--- config.mk ---
export PLATFORM = sky130hd
export DESIGN_NAME = fga_top
export DESIGN_NICKNAME = d
export VERILOG_FILES = /design/src/common/fga_pkg.sv /design/src/fga_pattern_gen.sv /design/src/fga_top.sv
export SDC_FILE = /design/constraint.sdc
export NUM_CORES = 1
export LEC_CHECK = 0
export ABC_AREA = 1
export BUFFER_PORTS_ARGS = -buffer_cell sky130_fd_sc_hd__buf_2
export CORE_AREA = 3 3 118 120
export CTS_CLUSTER_DIAMETER = 150
export CTS_CLUSTER_SIZE = 28
export DETAILED_ROUTE_END_ITERATION = 16
export DIE_AREA = 0 0 121 123
export MAX_ROUTING_LAYER = met4
export PLACE_DENSITY = 0.81
export RECOVER_POWER = 25
export SLEW_MARGIN = 20
export SYNTH_ARGS = -nofsm -noshare
export SYNTH_HDL_FRONTEND = slang
export SYNTH_HIERARCHICAL = 1
export SYNTH_SLANG_ARGS = --single-unit
--- constraint.sdc ---
create_clock -name clk -period 2.6 [get_ports clk]
set_input_delay 0.52 -clock clk [delete_from_list [all_inputs] [get_ports clk]]
set_output_delay 0.52 -clock clk [all_outputs]
set_load 0.03 [all_outputs]
--- src/common/fga_pkg.sv ---
// Shared constants and types for the fail output and general pin block.
package fga_pkg;

	// Clock and pattern timing; periods in ns, counts derived in cycles.
	localparam int CLK_PERIOD_NS = 10;
	localparam int BLINK_PERIOD_NS = 800_000_000;
	localparam int PWM_PERIOD_NS = 10_000_000;
	localparam int STRAP_FILTER_NS = 64_000;
	localparam int BLINK_PERIOD_CYC = BLINK_PERIOD_NS / CLK_PERIOD_NS;
	localparam int PWM_PERIOD_CYC = PWM_PERIOD_NS / CLK_PERIOD_NS;
	localparam int STRAP_FILTER_CYC =
		(STRAP_FILTER_NS + CLK_PERIOD_NS - 1) / CLK_PERIOD_NS;
	localparam int BLINK_DUTY_DIV = 2;
	localparam int CNT_W = 27;

	// Duty select codes: 20, 10, 5 and 2.5 percent of the PWM period.
	localparam int DUTY_W = 2;
	localparam logic [DUTY_W-1:0] DUTY_RST = 2'h0;
	localparam int DUTY_DIV_20 = 5;
	localparam int DUTY_DIV_10 = 10;
	localparam int DUTY_DIV_5 = 20;
	localparam int DUTY_DIV_2P5 = 40;

	// Avalon word addresses of the registers.
	localparam int ADDR_W = 3;
	localparam logic [ADDR_W-1:0] REG_CFG = 3'h0;
	localparam logic [ADDR_W-1:0] REG_DUTY = 3'h1;
	localparam logic [ADDR_W-1:0] REG_WAKE = 3'h2;
	localparam logic [ADDR_W-1:0] REG_LVL = 3'h3;
	localparam logic [ADDR_W-1:0] REG_STAT = 3'h4;

	// Field positions.
	localparam int FN_W = 3;
	localparam int CFG_A_LSB = 0;
	localparam int CFG_B_LSB = 4;
	localparam int DUTY_LSB = 0;
	localparam int PIN_A_BIT = 0;
	localparam int PIN_B_BIT = 1;
	localparam int STAT_FAIL_BIT = 0;
	localparam int STAT_STRAP_BIT = 1;

	typedef enum logic [2:0]
	{
		MODE_NORMAL = 3'h0,
		MODE_STOP = 3'h1,
		MODE_SLEEP = 3'h3,
		MODE_RESTART = 3'h2,
		MODE_FAILSAFE = 3'h6
	} fga_mode_e;

	typedef enum logic [FN_W-1:0]
	{
		FN_FAIL = 3'h0,
		FN_OFF = 3'h1,
		FN_WAKE = 3'h3,
		FN_LS = 3'h2,
		FN_HS = 3'h6
	} fga_fn_e;

	localparam logic [FN_W-1:0] FN_RST = 3'h0;
	localparam logic STRAP_RST = 1'b1;

endpackage

--- src/fga_pattern_gen.sv ---
// Free-running period counter producing a registered on-phase flag.
`timescale 1ns/10ps
module fga_pattern_gen
	import fga_pkg::*;
#(
	parameter int unsigned PERIOD = 100
)
(
	input wire logic clk,
	input wire logic rst,
	input wire logic restart,
	input wire logic [CNT_W-1:0] high_cyc,
	output logic on_r
);

	logic [CNT_W-1:0] cnt_r;
	logic [CNT_W-1:0] cnt_nxt;

	always_comb
	begin
		if (restart || cnt_r == CNT_W'(PERIOD - 1))
			cnt_nxt = '0;
		else
			cnt_nxt = cnt_r + CNT_W'(1);
	end

	always_ff @(posedge clk)
	begin
		if (rst)
			cnt_r <= '0;
		else
			cnt_r <= cnt_nxt;
	end

	// The on phase opens each period, so a restart shows it at once.
	always_ff @(posedge clk)
	begin
		if (rst)
			on_r <= 1'b0;
		else
			on_r <= (cnt_nxt < high_cyc);
	end

endmodule

--- src/fga_top.sv ---
// Fail output pins with general pin alternate functions and register slave.
//
// Function
// - Both pins reset to fail output function.
// - Functions: fail, off, wake, low-side, high-side.
// - Wake input latches events into wake status.
// - Normal/stop show live level for input/switch.
// - Pin b level shares the strap level bit.
// - Function changes accepted only in normal mode.
// - Stop and sleep keep configured pin function.
// - Wake stays in restart, off in fail-safe.
// - Switches off in restart/fail-safe, then resume.
// - Fail output stays active through restart into normal.
// - Off pins stay inactive in every mode.
// - Switches report no diagnostic status at all.
// - Pin a blinks 1.25 Hz, half duty.
// - Pin b PWM 100 Hz, default 20 percent.
// - Strap input filtered for 64 us.
// - Static and shared fail outputs activate together.
// - PWM duty selectable 20, 10, 5, 2.5 percent.
//
// Added by the designer: the address map and the Avalon-MM interface to the registers.
`timescale 1ns/10ps
module fga_top
	import fga_pkg::*;
#(
	parameter int unsigned BLINK_CYC = BLINK_PERIOD_CYC,
	parameter int unsigned PWM_CYC = PWM_PERIOD_CYC,
	parameter int unsigned STRAP_CYC = STRAP_FILTER_CYC
)
(
	input wire logic clk,
	input wire logic rst,
	input wire logic [ADDR_W-1:0] avs_address,
	input wire logic avs_read,
	input wire logic avs_write,
	input wire logic [31:0] avs_writedata,
	input wire logic [3:0] avs_byteenable,
	output logic [31:0] avs_readdata,
	output logic avs_waitrequest,
	input wire logic [2:0] chip_mode,
	input wire logic fail_event,
	input wire logic fail_clear,
	input wire logic shared_fail_pin_a_in,
	output logic shared_fail_pin_a_out,
	output logic shared_fail_pin_a_oe_n,
	input wire logic shared_fail_pin_b_strap_in,
	output logic shared_fail_pin_b_strap_out,
	output logic shared_fail_pin_b_strap_oe_n,
	output logic static_fail_n,
	output logic wake_en_a,
	output logic wake_en_b,
	output logic strap_level
);

	logic wait_r;
	logic [31:0] rdata_r;
	logic [FN_W-1:0] cfg_a_r;
	logic [FN_W-1:0] cfg_b_r;
	logic [DUTY_W-1:0] pwm_duty_select_r;
	logic [1:0] wake_event_status_second_r;
	logic [1:0] wake_level_status;
	logic [1:0] prev_lvl_r;
	logic fail_active_r;
	logic fail_start;
	logic strap_level_r;
	logic [CNT_W-1:0] strap_cnt_r;
	logic blink_on;
	logic pwm_on;
	logic [CNT_W-1:0] pwm_high;
	logic wr_take;
	logic rd_take;
	logic normal_mode;
	logic switch_allowed;
	logic level_window;
	logic wake_cap_a;
	logic wake_cap_b;
	logic [1:0] wake_hit;
	logic [1:0] wake_clr;
	logic [1:0] pin_lvl;
	logic [1:0] drive_a;
	logic [1:0] drive_b;
	logic static_fail_r;
	logic wake_en_a_r;
	logic wake_en_b_r;
	logic pin_a_out_r;
	logic pin_a_oe_n_r;
	logic pin_b_out_r;
	logic pin_b_oe_n_r;

	// Drive value and enable for one pin: {out, oe_n}, oe_n low drives.
	function automatic logic [1:0] pin_drive(
		input logic [FN_W-1:0] fn,
		input logic fail_on,
		input logic sw_ok
	);
		logic [1:0] d;
		d = 2'h1;
		case (fn)
			FN_FAIL:
				d = fail_on ? 2'h0 : 2'h1;
			FN_LS:
				d = sw_ok ? 2'h0 : 2'h1;
			FN_HS:
				d = sw_ok ? 2'h2 : 2'h1;
			default:
				d = 2'h1;
		endcase
		return d;
	endfunction

	function automatic logic is_io_fn(input logic [FN_W-1:0] fn);
		return fn == FN_WAKE || fn == FN_LS || fn == FN_HS;
	endfunction

	assign wr_take = avs_write && !wait_r;
	assign rd_take = avs_read && wait_r;
	assign normal_mode = chip_mode == MODE_NORMAL;
	assign pin_lvl = {shared_fail_pin_b_strap_in, shared_fail_pin_a_in};

	always_comb
	begin
		case (chip_mode)
			MODE_NORMAL, MODE_STOP, MODE_SLEEP:
				switch_allowed = 1'b1;
			default:
				switch_allowed = 1'b0;
		endcase
	end

	always_comb
	begin
		case (chip_mode)
			MODE_NORMAL, MODE_STOP:
				level_window = 1'b1;
			default:
				level_window = 1'b0;
		endcase
	end

	// Wake capability holds in normal, stop and sleep; restart is added below.
	assign wake_cap_a = cfg_a_r == FN_WAKE && switch_allowed;
	assign wake_cap_b = cfg_b_r == FN_WAKE && switch_allowed;

	// Restart mode keeps wake capability but not the switches.
	always_comb
	begin
		wake_hit = 2'h0;
		if ((wake_cap_a || (cfg_a_r == FN_WAKE &&
			chip_mode == MODE_RESTART)) &&
			pin_lvl[PIN_A_BIT] != prev_lvl_r[PIN_A_BIT])
			wake_hit[PIN_A_BIT] = 1'b1;
		if ((wake_cap_b || (cfg_b_r == FN_WAKE &&
			chip_mode == MODE_RESTART)) &&
			pin_lvl[PIN_B_BIT] != prev_lvl_r[PIN_B_BIT])
			wake_hit[PIN_B_BIT] = 1'b1;
	end

	assign wake_clr = (wr_take && avs_address == REG_WAKE &&
		avs_byteenable[0]) ? avs_writedata[1:0] : 2'h0;

	// Live levels for input and switch functions, else 0 on pin a and the strap level on pin b.
	always_comb
	begin
		wake_level_status[PIN_A_BIT] = level_window &&
			is_io_fn(cfg_a_r) && pin_lvl[PIN_A_BIT];
		if (level_window && is_io_fn(cfg_b_r))
			wake_level_status[PIN_B_BIT] =
				pin_lvl[PIN_B_BIT];
		else
			wake_level_status[PIN_B_BIT] = strap_level_r;
	end

	always_comb
	begin
		case (pwm_duty_select_r)
			2'h0:
				pwm_high = CNT_W'(PWM_CYC / DUTY_DIV_20);
			2'h1:
				pwm_high = CNT_W'(PWM_CYC / DUTY_DIV_10);
			2'h2:
				pwm_high = CNT_W'(PWM_CYC / DUTY_DIV_5);
			default:
				pwm_high = CNT_W'(PWM_CYC / DUTY_DIV_2P5);
		endcase
	end

	assign drive_a = pin_drive(cfg_a_r, fail_active_r && blink_on,
		switch_allowed);
	assign drive_b = pin_drive(cfg_b_r, fail_active_r && pwm_on,
		switch_allowed);

	// Answer each access one cycle after it is seen.
	always_ff @(posedge clk)
	begin
		if (rst)
			wait_r <= 1'b1;
		else if ((avs_read || avs_write) && wait_r)
			wait_r <= 1'b0;
		else
			wait_r <= 1'b1;
	end

	always_ff @(posedge clk)
	begin
		if (rst)
			rdata_r <= '0;
		else if (rd_take)
		begin
			rdata_r <= '0;
			case (avs_address)
				REG_CFG:
				begin
					rdata_r[CFG_A_LSB +: FN_W] <= cfg_a_r;
					rdata_r[CFG_B_LSB +: FN_W] <= cfg_b_r;
				end
				REG_DUTY:
					rdata_r[DUTY_LSB +: DUTY_W] <= pwm_duty_select_r;
				REG_WAKE:
					rdata_r[1:0] <= wake_event_status_second_r;
				REG_LVL:
					rdata_r[1:0] <= wake_level_status;
				REG_STAT:
				begin
					rdata_r[STAT_FAIL_BIT] <= fail_active_r;
					rdata_r[STAT_STRAP_BIT] <= strap_level_r;
				end
				default:
					rdata_r <= '0;
			endcase
		end
	end

	// Configuration is frozen outside normal mode; writes are dropped.
	always_ff @(posedge clk)
	begin
		if (rst)
		begin
			cfg_a_r <= FN_RST;
			cfg_b_r <= FN_RST;
		end
		else if (wr_take && avs_address == REG_CFG &&
			avs_byteenable[0] && normal_mode)
		begin
			cfg_a_r <= avs_writedata[CFG_A_LSB +: FN_W];
			cfg_b_r <= avs_writedata[CFG_B_LSB +: FN_W];
		end
	end

	always_ff @(posedge clk)
	begin
		if (rst)
			pwm_duty_select_r <= DUTY_RST;
		else if (wr_take && avs_address == REG_DUTY &&
			avs_byteenable[0])
			pwm_duty_select_r <= avs_writedata[DUTY_LSB +: DUTY_W];
	end

	// A new wake event in the clearing cycle survives the clear.
	always_ff @(posedge clk)
	begin
		if (rst)
			wake_event_status_second_r <= 2'h0;
		else
			wake_event_status_second_r <=
				(wake_event_status_second_r & ~wake_clr) | wake_hit;
	end

	always_ff @(posedge clk)
	begin
		if (rst)
			prev_lvl_r <= 2'h3;
		else
			prev_lvl_r <= pin_lvl;
	end

	// A failure that arrives with the clear keeps the outputs active.
	always_ff @(posedge clk)
	begin
		if (rst)
			fail_active_r <= 1'b0;
		else if (fail_event)
			fail_active_r <= 1'b1;
		else if (fail_clear)
			fail_active_r <= 1'b0;
	end

	// Restarting the patterns in the activation cycle lets the first on
	// phase reach the pins together with the static fail output.
	assign fail_start = fail_event && !fail_active_r;

	// The level must differ for the full filter time to be accepted.
	always_ff @(posedge clk)
	begin
		if (rst)
		begin
			strap_cnt_r <= '0;
			strap_level_r <= STRAP_RST;
		end
		else if (pin_lvl[PIN_B_BIT] == strap_level_r)
			strap_cnt_r <= '0;
		else if (strap_cnt_r == CNT_W'(STRAP_CYC - 1))
		begin
			strap_cnt_r <= '0;
			strap_level_r <= pin_lvl[PIN_B_BIT];
		end
		else
			strap_cnt_r <= strap_cnt_r + CNT_W'(1);
	end

	fga_pattern_gen #(
		.PERIOD(BLINK_CYC)
	) u_blink (
		.clk(clk),
		.rst(rst),
		.restart(fail_start),
		.high_cyc(CNT_W'(BLINK_CYC / BLINK_DUTY_DIV)),
		.on_r(blink_on)
	);

	fga_pattern_gen #(
		.PERIOD(PWM_CYC)
	) u_pwm (
		.clk(clk),
		.rst(rst),
		.restart(fail_start),
		.high_cyc(pwm_high),
		.on_r(pwm_on)
	);

	// Switch drives are registered; no status is kept.
	always_ff @(posedge clk)
	begin
		if (rst)
		begin
			pin_a_out_r <= 1'b0;
			pin_a_oe_n_r <= 1'b1;
			pin_b_out_r <= 1'b0;
			pin_b_oe_n_r <= 1'b1;
		end
		else
		begin
			pin_a_out_r <= drive_a[1];
			pin_a_oe_n_r <= drive_a[0];
			pin_b_out_r <= drive_b[1];
			pin_b_oe_n_r <= drive_b[0];
		end
	end

	// Registered alongside the shared pins so all three move together.
	always_ff @(posedge clk)
	begin
		if (rst)
			static_fail_r <= 1'b1;
		else
			static_fail_r <= !fail_active_r;
	end

	always_ff @(posedge clk)
	begin
		if (rst)
		begin
			wake_en_a_r <= 1'b0;
			wake_en_b_r <= 1'b0;
		end
		else
		begin
			wake_en_a_r <= cfg_a_r == FN_WAKE &&
				chip_mode != MODE_FAILSAFE &&
				(switch_allowed || chip_mode == MODE_RESTART);
			wake_en_b_r <= cfg_b_r == FN_WAKE &&
				chip_mode != MODE_FAILSAFE &&
				(switch_allowed || chip_mode == MODE_RESTART);
		end
	end

	assign avs_readdata = rdata_r;
	assign avs_waitrequest = wait_r;
	assign shared_fail_pin_a_out = pin_a_out_r;
	assign shared_fail_pin_a_oe_n = pin_a_oe_n_r;
	assign shared_fail_pin_b_strap_out = pin_b_out_r;
	assign shared_fail_pin_b_strap_oe_n = pin_b_oe_n_r;
	assign static_fail_n = static_fail_r;
	assign wake_en_a = wake_en_a_r;
	assign wake_en_b = wake_en_b_r;
	assign strap_level = strap_level_r;

endmodule

Word-level counts from Yosys, hierarchy flattened:

Cells that the tools add are included.

* divide/modulo/power cells: 0
* shifts and indexed selects: 0
* reductions and logical operators: 48
* equality and inequality tests: 22
* multipliers: 0
* add/subtract/negate cells: 3
* magnitude comparators: 2
* bitwise gates (word level): 4
* muxes and demuxes: 21

Operator list (number)
* $add 27x1->27 const B: 3
* $mux 27: 2
* $pmux 18 s3: 1
* $eq 27x13->1 const B: 1
* $eq 27x20->1 const B: 1
* $eq 27x27->1 const B: 1
* $lt 27x18->1: 1
* $lt 27x26->1 const B: 1
* $logic_and 1x1->1: 26
* $eq 3x2->1 const B: 8
* $logic_not 3->1: 4
* $mux 1: 12
* $pmux 2 s3: 2
* $logic_or 1x1->1: 10
* $pmux 2 s5: 1
* $eq 3x3->1 const B: 3
* $eq 3x1->1 const B: 2
* $reduce_or 3->1: 2
* $mux 2: 2
* $mux 3: 1
* $ne 3x3->1 const B: 1
* $and 2x2->2: 1
* $eq 2x1->1 const B: 1
* $eq 2x2->1 const B: 1
* other kinds (10): 12

* output and inout port bits: 41
* memory bits (read-only): 0
* word-level logic and storage cells: 121
* register bits: 111
* bits in latches: 0
* memories kept: 0
* bits in writable memories: 0

Longest topological paths before layout:

Gate-level depths: netlist (run 1).

* depth after elaboration: 8
* gate-level depth with buffers: 18
* gate-level depth less buffers: 18

Hierarchy:

Netlist (run 1), hierarchy kept.

Modules (own cells, without submodules)
* fga_top: area each 3042.9 um2, times used 1, cells an instance 437, seq. area each 1101.1 um2
* fga_pattern_gen at u_pwm: area each 2391.0 um2, times used 1, cells an instance 350, seq. area each 560.5 um2
* fga_pattern_gen at u_blink: area each 2352.3 um2, times used 1, cells an instance 358, seq. area each 560.5 um2

Worst setup path after synthesis (run 1):

No wires, ideal clock.

* path kind: register -> register
* start point: register u_pwm.cnt_r[0]
* end point: register u_pwm.on_r
* setup slack: 0.190 ns
* stages on the path, launching flop included: 18
* buffers on the path: 2
* arrival time: 2.285 ns
* cell sequence: dfxtp_1 > ha_1 > nand2_1 > nor2_4 > nand2_4 > nor2_1 > nand2_1 > nand2_1 > buf_4 > buf_6 > nor2_1 > ha_1 > nand2_1 > inv_1 > nand3_1 > nor2_1 > nor4b_1 > a21oi_1

* word-level cells in the longest chain between the ends: 4

Ends and longest elaborated chain
* start, declared: RTL line fga_pattern_gen.sv:16 `logic [CNT_W-1:0] cnt_r;`
* start signal, assigned: RTL line fga_pattern_gen.sv:32 `cnt_r <= cnt_nxt;`
* branches (longest 2 deep; another with $add 27x1->27)
* $mux 27 (*): RTL line fga_pattern_gen.sv:21 `if (restart || cnt_r == CNT_W'(PERIOD - 1))`
* net u_pwm.cnt_nxt[22]: RTL line fga_pattern_gen.sv:17 `logic [CNT_W-1:0] cnt_nxt;`
* $lt 27x18->1 (*): RTL line fga_pattern_gen.sv:41 `on_r <= (cnt_nxt < high_cyc);`
* end signal, assigned: RTL line fga_pattern_gen.sv:41
* end, declared: RTL line fga_pattern_gen.sv:13 `output logic on_r`

Mark *: on every way through the listed nets, which the timed path passes.
A chain may end at the register's enable or synchronous reset.

Worst setup path in the final report (run 1):

* start point: register u_blink.cnt_r[1]
* end point: register u_blink.on_r

* word-level cells in the longest chain between the ends: 4

Ends and longest elaborated chain (RTL line)
* start, declared: fga_pattern_gen.sv:16
* start signal, assigned: fga_pattern_gen.sv:32
* branches (longest 2 deep; another with $add 27x1->27)
* $mux 27 (*): fga_pattern_gen.sv:21
* net u_blink.cnt_nxt[26]: fga_pattern_gen.sv:17
* $lt 27x26->1 (*): fga_pattern_gen.sv:41
* end signal, assigned: fga_pattern_gen.sv:41
* end, declared: fga_pattern_gen.sv:13

Marked as above.

==> flow_metrics.py, run 1 <==
metrics = {
    "critical_path": {
        "path_buf_inv": 2,
        "endpoint_kind": "register",
        "critPathTopFamily": "simple AND/OR/NAND/NOR gates",
        "critPathKind": "reg2reg",
        "cp_slowest_cell": "dfxtp_2",
        "crit_arrival_ns": 2.89,
        "worstPathRequired_ns": 2.88,
        "start_kind": "register",
        "crit_chain": "ha_4, nand2_4, nor2_4, nand2_2, inv_2, nand2_4, nor2_4, nand4_1, xor2_1, nor2_1, ha_1, nand4_1, nor2_2, nor4b_2, buf_4, a21oi_2",
        "path_max_fanout": 3,
        "critPathMaxStageDelay_ns": 0.37,
    },
    "place": {
        "hpwl_um": 14500,
        "place_inst": 1454,
        "dp_slack_ns": -0.0696,
        "finalWeightedCongestion": 0.940,
        "portBuffers": 35,
    },
    "synthesis": {
        "syn_area_um2": 7790,
        "ys_top_cells_by_count": "nand2_1 (207), inv_1 (180), nor2_1 (160)",
        "yosysSeqAreaShare": 0.285,
        "ys_types": 48,
        "synth_top_cell_area_share": 0.285,
        "syn_area_per_cell_um2": 6.80,
        "synthTopCellsByArea": "dfxtp_1 (29%), nand2_1 (10%), ha_1 (9.6%)",
        "synthArstFlopShare": 0,
        "ys_ff_latch": 111,
        "ys.flop_type": "dfxtp_1",
        "yosysMostFrequentCell": "nand2_1",
        "post-synth-top-area-cell": "dfxtp_1",
        "synth-edff-count": 0,
        "yosysWarnings": 6,
        "syn_inst": 1145,
    },
    "clock_tree": {
        "clock_latency_ns": 0.37,
        "cts-root-buf": "clkbuf_16",
        "cts_tree": "built",
        "cts_sinks": 111,
        "cts_max_path_buffers": 2,
        "hold_buffers": 0,
        "clk_pin_slew_ns": 0.09,
        "numCtsBuffers": 9,
        "cts_htree_levels": 3,
    },
    "global_routing": {
        "antenna_found_initial": 0,
        "grt_max_degree": 59,
        "grt.total_usage": 0.262,
        "grt_pass1_vias": 7160,
        "overflow": 0,
        "grt_pass1_wl_um": 31200,
    },
    "routing": {
        "routed_wl_um": 20000,
        "drt-wirelength-per-cell_um": 13.5,
        "drc": 0,
        "dr_total_vias": 7771,
        "ant_nets": 0,
        "vias_per_cell": 5.23,
        "drt_pre_antenna_iters": 7,
        "initialDrtViolationCount": 527,
    },
    "outcome": {
        "violations": "negative setup slack",
        "status": "finished, violations left",
    },
    "floorplanning": {
        "start_util": 0.595,
        "rows": 42,
        "die_h_um": 123,
        "io_pins": 91,
        "die-area_um2": 14900,
        "chipWidth_um": 121,
        "fp.coreArea_um2": 13100,
    },
    "layout": {
        "area_delta_synth_final_pct": 21.2,
        "num_antenna_cells": 0,
        "fillers": 1047,
        "seq_area_um2": 2230,
        "multiInputGateArea_um2": 5010,
        "layout.nets": 1414,
        "drive_gt1_frac": 0.199,
        "stdcell_count": 1485,
    },
    "sta": {
        "finClkSkew_ns": 0.00939,
        "fmax_ghz": 0.382,
        "finalSetupViolCount": 1,
        "tightest_slew_ns": 1.33,
        "period_share": 1.01,
        "finalCriticalPeriod_ns": 2.62,
        "setup_slack_ns": -0.0181,
        "slew_headroom": 0.111,
        "rsz0062_at_grt": "yes",
        "setup_tns_ns": -0.0181,
        "hold_viol": 0,
        "slew_viol_final": 0,
    },
    "power_and_ir_drop": {
        "p_leak_nw": 4.19,
        "ir_drop_mv": 0.429,
        "powerDensity_nw_per_um2": 382,
    },
    "min_path": {
        "hp-class": "in2reg",
    },
    "run": {
        "drv_cap": 0,
    },
}
-- registers in the layout, summed over array words and instances (netlist names) --
register / cells
shared_fail_pin_b_strap_out: 1
cfg_a_r: 3
strap_cnt_r: 27
static_fail_n: 1
u_pwm/on_r: 1
strap_level: 1
shared_fail_pin_b_strap_oe_n: 1
wake_en_a: 1
avs_waitrequest: 1
u_blink/on_r: 1
prev_lvl_r: 2
shared_fail_pin_a_out: 1
fail_active_r: 1
avs_readdata: 6
pwm_duty_select_r: 2
cfg_b_r: 3
wake_en_b: 1
u_blink/cnt_r: 27
wake_event_status_second_r: 2
shared_fail_pin_a_oe_n: 1
u_pwm/cnt_r: 27
-- cell families after synthesis --
family / share of synthesized area
buf+inv: 0.133
other cells: 0.000965
compound gates: 0.0741
fa+ha+maj: 0.0964
xor+xnor: 0.0427
flops: 0.285
simple gates: 0.367
-- metal layers --
metal	GRT usage	wire, µm	up-vias
li1	-	-	3935
met1	0.315	8650	3562
met2	0.445	9830	229
met3	0.0508	1020	45
met4	0.0829	517	0
met5	-	0	-
-- cell usage in the layout (no fill, tap or decap), types with 5 or more instances in the layout --
cell	count
dfxtp_1	103
nand4_1	36
nand2_4	9
nand3_2	8
buf_4	89
buf_2	30
a21oi_1	47
dfxtp_2	8
inv_1	178
nand3_1	42
clkbuf_1	5
o21ai_0	24
inv_2	10
xor2_1	33
ha_1	58
clkbuf_16	10
nor3_1	66
nor2_4	10
nor4_1	18
conb_1	66
a21oi_2	11
nand2_1	197
nor2_1	150
nor3_2	15
nand2_2	11
nor2_2	14
-- where the power goes --
part,switching (mW),internal (mW),total [mW],leakage (nW)
clock network,0.781,0.714,1.50,0.158
logic,0.256,0.118,0.373,3.14
registers,0.0152,1.72,1.73,0.902
total,1.05,2.55,3.60,4.19
-- cell type report --
cell class	instances	area share
clock buffers	9	0.0239
clock inverters	7	0.0113
inverters	191	0.0761
multi-input cells	861	0.531
flip-flops and latches	111	0.236
well taps	176	0.0233
repair buffers	130	0.0985
-- final timing paths --
kind | depth (start not counted) | from | slack, ns | to
setup / recovery | 16 | u_blink/cnt_r[1] | -0.02 | u_blink/on_r
hold / removal | 2 | fail_clear | 0.35 | fail_active_r
setup reg to reg | 16 | u_blink/cnt_r[1] | -0.02 | u_blink/on_r
hold reg to reg | 2 | strap_cnt_r[22] | 0.47 | strap_cnt_r[22]
-- metrics by stage --
stage	power, mW	utilization	hold WS [ns]	cell area (µm²)
finish	3.60	0.721	0.351	9440
global route	3.74	0.721	0.340	9440
CTS	3.59	0.696	0.338	9100
detailed placement	2.11	0.667	0.459	8730
global placement	2.10	0.667	0.446	8730
floorplan	2.05	-	0.427	8030
-- repair_timing --
item / CTS / global route
cloned: 0 / 1
buffers inserted: 3 / 11
pin swaps: 5 / 34
resized for setup: 6 / 64
endpoints found under the setup margin: 2 / 2
Power figures use the tool's default switching activity.
==> run 2: changes to the inputs <==
--- a/config.mk
+++ b/config.mk
@@ -15,6 +15,7 @@
 export MAX_ROUTING_LAYER = met4
 export PLACE_DENSITY = 0.81
 export RECOVER_POWER = 25
+export SKIP_CTS_REPAIR_TIMING = 1
 export SLEW_MARGIN = 20
 export SYNTH_ARGS = -nofsm -noshare
 export SYNTH_HDL_FRONTEND = slang
==> flow_metrics.py, run 2 (synthesized netlist as in run 1, its figures left out) <==
metrics = {
    "sta": {
        "period_share": 0.998,
        "finalSetupViolCount": 0,
        "tightest_slew_ns": 1.30,
        "slew_headroom": 0.132,
        "hold_viol": 0,
        "rsz0062_at_grt": "yes",
        "fmax_ghz": 0.385,
        "finalCriticalPeriod_ns": 2.59,
        "finClkSkew_ns": 0.00891,
        "slew_viol_final": 0,
        "setup_tns_ns": 0,
    },
    "layout": {
        "fillers": 1068,
        "layout.nets": 1406,
        "num_antenna_cells": 0,
        "final_core_util": 0.712,
        "drive_gt1_frac": 0.189,
        "final_common_cell": "nand2_1",
        "largestRegisters": "strap_cnt_r x27, u_blink/cnt_r x27, u_pwm/cnt_r x27",
        "final_cell_mix": "nand2_1 (199), inv_1 (180), nor2_1 (149)",
        "area_delta_synth_final_pct": 19.7,
    },
    "critical_path": {
        "critPathMaxStageDelay_ns": 0.37,
        "crit_arrival_ns": 2.87,
        "endpoint_kind": "register",
        "worstRegToRegCells": 16,
        "critPathKind": "reg2reg",
        "critPathTopFamily": "simple AND/OR/NAND/NOR gates",
        "crit_chain": "ha_4, nand2_4, nor2_4, nand2_2, inv_2, nand2_2, nor2_4, nand4_1, xor2_1, nor2_1, ha_1, nand4_1, nor2_2, nor4b_2, buf_4, a21oi_2",
        "worstReg2RegEnd": "u_blink/on_r",
        "cp_slowest_cell": "dfxtp_2",
        "start_kind": "register",
        "rr_startpoint": "u_blink/cnt_r[1]",
        "path_max_fanout": 3,
        "rrSetupSlack_ns": 0.006,
        "path_buf_inv": 2,
        "worstPathRequired_ns": 2.87,
    },
    "clock_tree": {
        "cts_htree_levels": 3,
        "cts_tree": "built",
        "clock_latency_ns": 0.37,
        "clk_pin_slew_ns": 0.09,
        "cts_sinks": 111,
        "numCtsBuffers": 9,
        "cts-root-buf": "clkbuf_16",
        "cts_max_path_buffers": 2,
    },
    "floorplanning": {
        "fp.coreArea_um2": 13100,
        "die-area_um2": 14900,
        "rows": 42,
        "start_util": 0.595,
        "io_pins": 91,
        "chipWidth_um": 121,
        "die_h_um": 123,
    },
    "global_routing": {
        "use_met3": 0.0485,
        "grt.total_usage": 0.261,
        "antenna_found_initial": 0,
        "grt_max_degree": 59,
        "grt-busiest-layer": "met2",
        "use_met1": 0.315,
        "grt_pass1_wl_um": 31100,
        "grtUsageMet2": 0.445,
        "overflow": 0,
        "grt_pass1_vias": 7133,
    },
    "outcome": {
        "status": "complete, no violations",
    },
    "routing": {
        "drt-wirelength-per-cell_um": 13.3,
        "ant_nets": 0,
        "vias_per_cell": 5.23,
        "routed_wl_um": 19700,
        "drt_pre_antenna_iters": 5,
        "initialDrtViolationCount": 466,
        "dr_total_vias": 7726,
        "drc": 0,
    },
    "min_path": {
        "hold_end": "fail_active_r",
        "holdPathStages": 2,
        "hp-class": "in2reg",
        "hold_start": "fail_clear",
    },
    "power_and_ir_drop": {
        "p_leak_nw": 4.12,
        "powerDensity_nw_per_um2": 386,
        "power_mw": 3.60,
        "ir_drop_mv": 0.433,
    },
    "place": {
        "hpwl_um": 14500,
        "finalWeightedCongestion": 0.940,
        "portBuffers": 35,
    },
    "run": {
        "drv_cap": 0,
    },
}
run 2: cell count changes in the layout (fill, tap and decap cells not counted), moves of 2 or more:
cell,change
buf_4,-7
inv_1,+2
inv_2,-2
nand2_1,+2
nand3_1,+2
nand3_2,-2
nor2_2,+3
nor2_4,-2
nor3_2,+2
nor3_4,-2
run 2: power breakdown:
group / internal (mW) / switching (mW)
clock network: 0.714 / 0.783
logic: 0.112 / 0.252
registers: 1.72 / 0.0152
total: 2.55 / 1.05
run 2: layout make-up:
class	instances	area, µm²	share of cell area
clock buffer	9	225	0.0242
sequential	111	2230	0.239
tap	176	220	0.0236
inverter	191	718	0.0771
multi-input combinational	861	4950	0.531
clock inverter	7	106	0.0114
timing repair buffer	122	866	0.0929
run 2: worst max path at each step:
stage,start,endpoint,depth (start not counted)
5_1_grt,u_blink/cnt_r[1],u_blink/on_r,18
3_5_place_dp,u_blink/cnt_r[0],u_blink/on_r,17
6_report,u_blink/cnt_r[1],u_blink/on_r,16
4_1_cts,u_blink/cnt_r[0],u_blink/on_r,16
2_1_floorplan,u_pwm/cnt_r[0],u_pwm/on_r,17
3_3_place_gp,u_pwm/cnt_r[6],u_pwm/on_r,11
run 2: worst register-to-register path, stage by stage (launching register included):
cell and delay, ns:
dfxtp_2 0.37, ha_4 0.15, nand2_4 0.06, nor2_4 0.12, nand2_2 0.08, inv_2 0.07, nand2_2 0.07, nor2_4 0.13
nand4_1 0.14, xor2_1 0.23, nor2_1 0.08, ha_1 0.30, nand4_1 0.12, nor2_2 0.18, nor4b_2 0.22, buf_4 0.15
a21oi_2 0.04
run 2: routing by layer:
metal  wire length, µm  vias to the layer above  part of all wire
met5                 0                        -                 0
met3              1090                       41             0.056
met4               496                        0             0.025
met1              8550                     3522              0.43
met2              9550                      251              0.49
li1                  -                     3912                 -
run 2: through the flow:
stage / cell area (µm²) / setup slack (ns) / hold WS, ns / instances
2_1_floorplan: 8030 / 0.190 / 0.427 / 1209
3_3_place_gp: 8730 / -0.0207 / 0.446 / 1454
3_5_place_dp: 8730 / -0.0696 / 0.459 / 1454
4_1_cts: 9060 / -0.126 / 0.338 / 1470
5_1_grt: 9320 / -0.171 / 0.341 / 1477
6_report: 9320 / 0.00553 / 0.351 / 1477
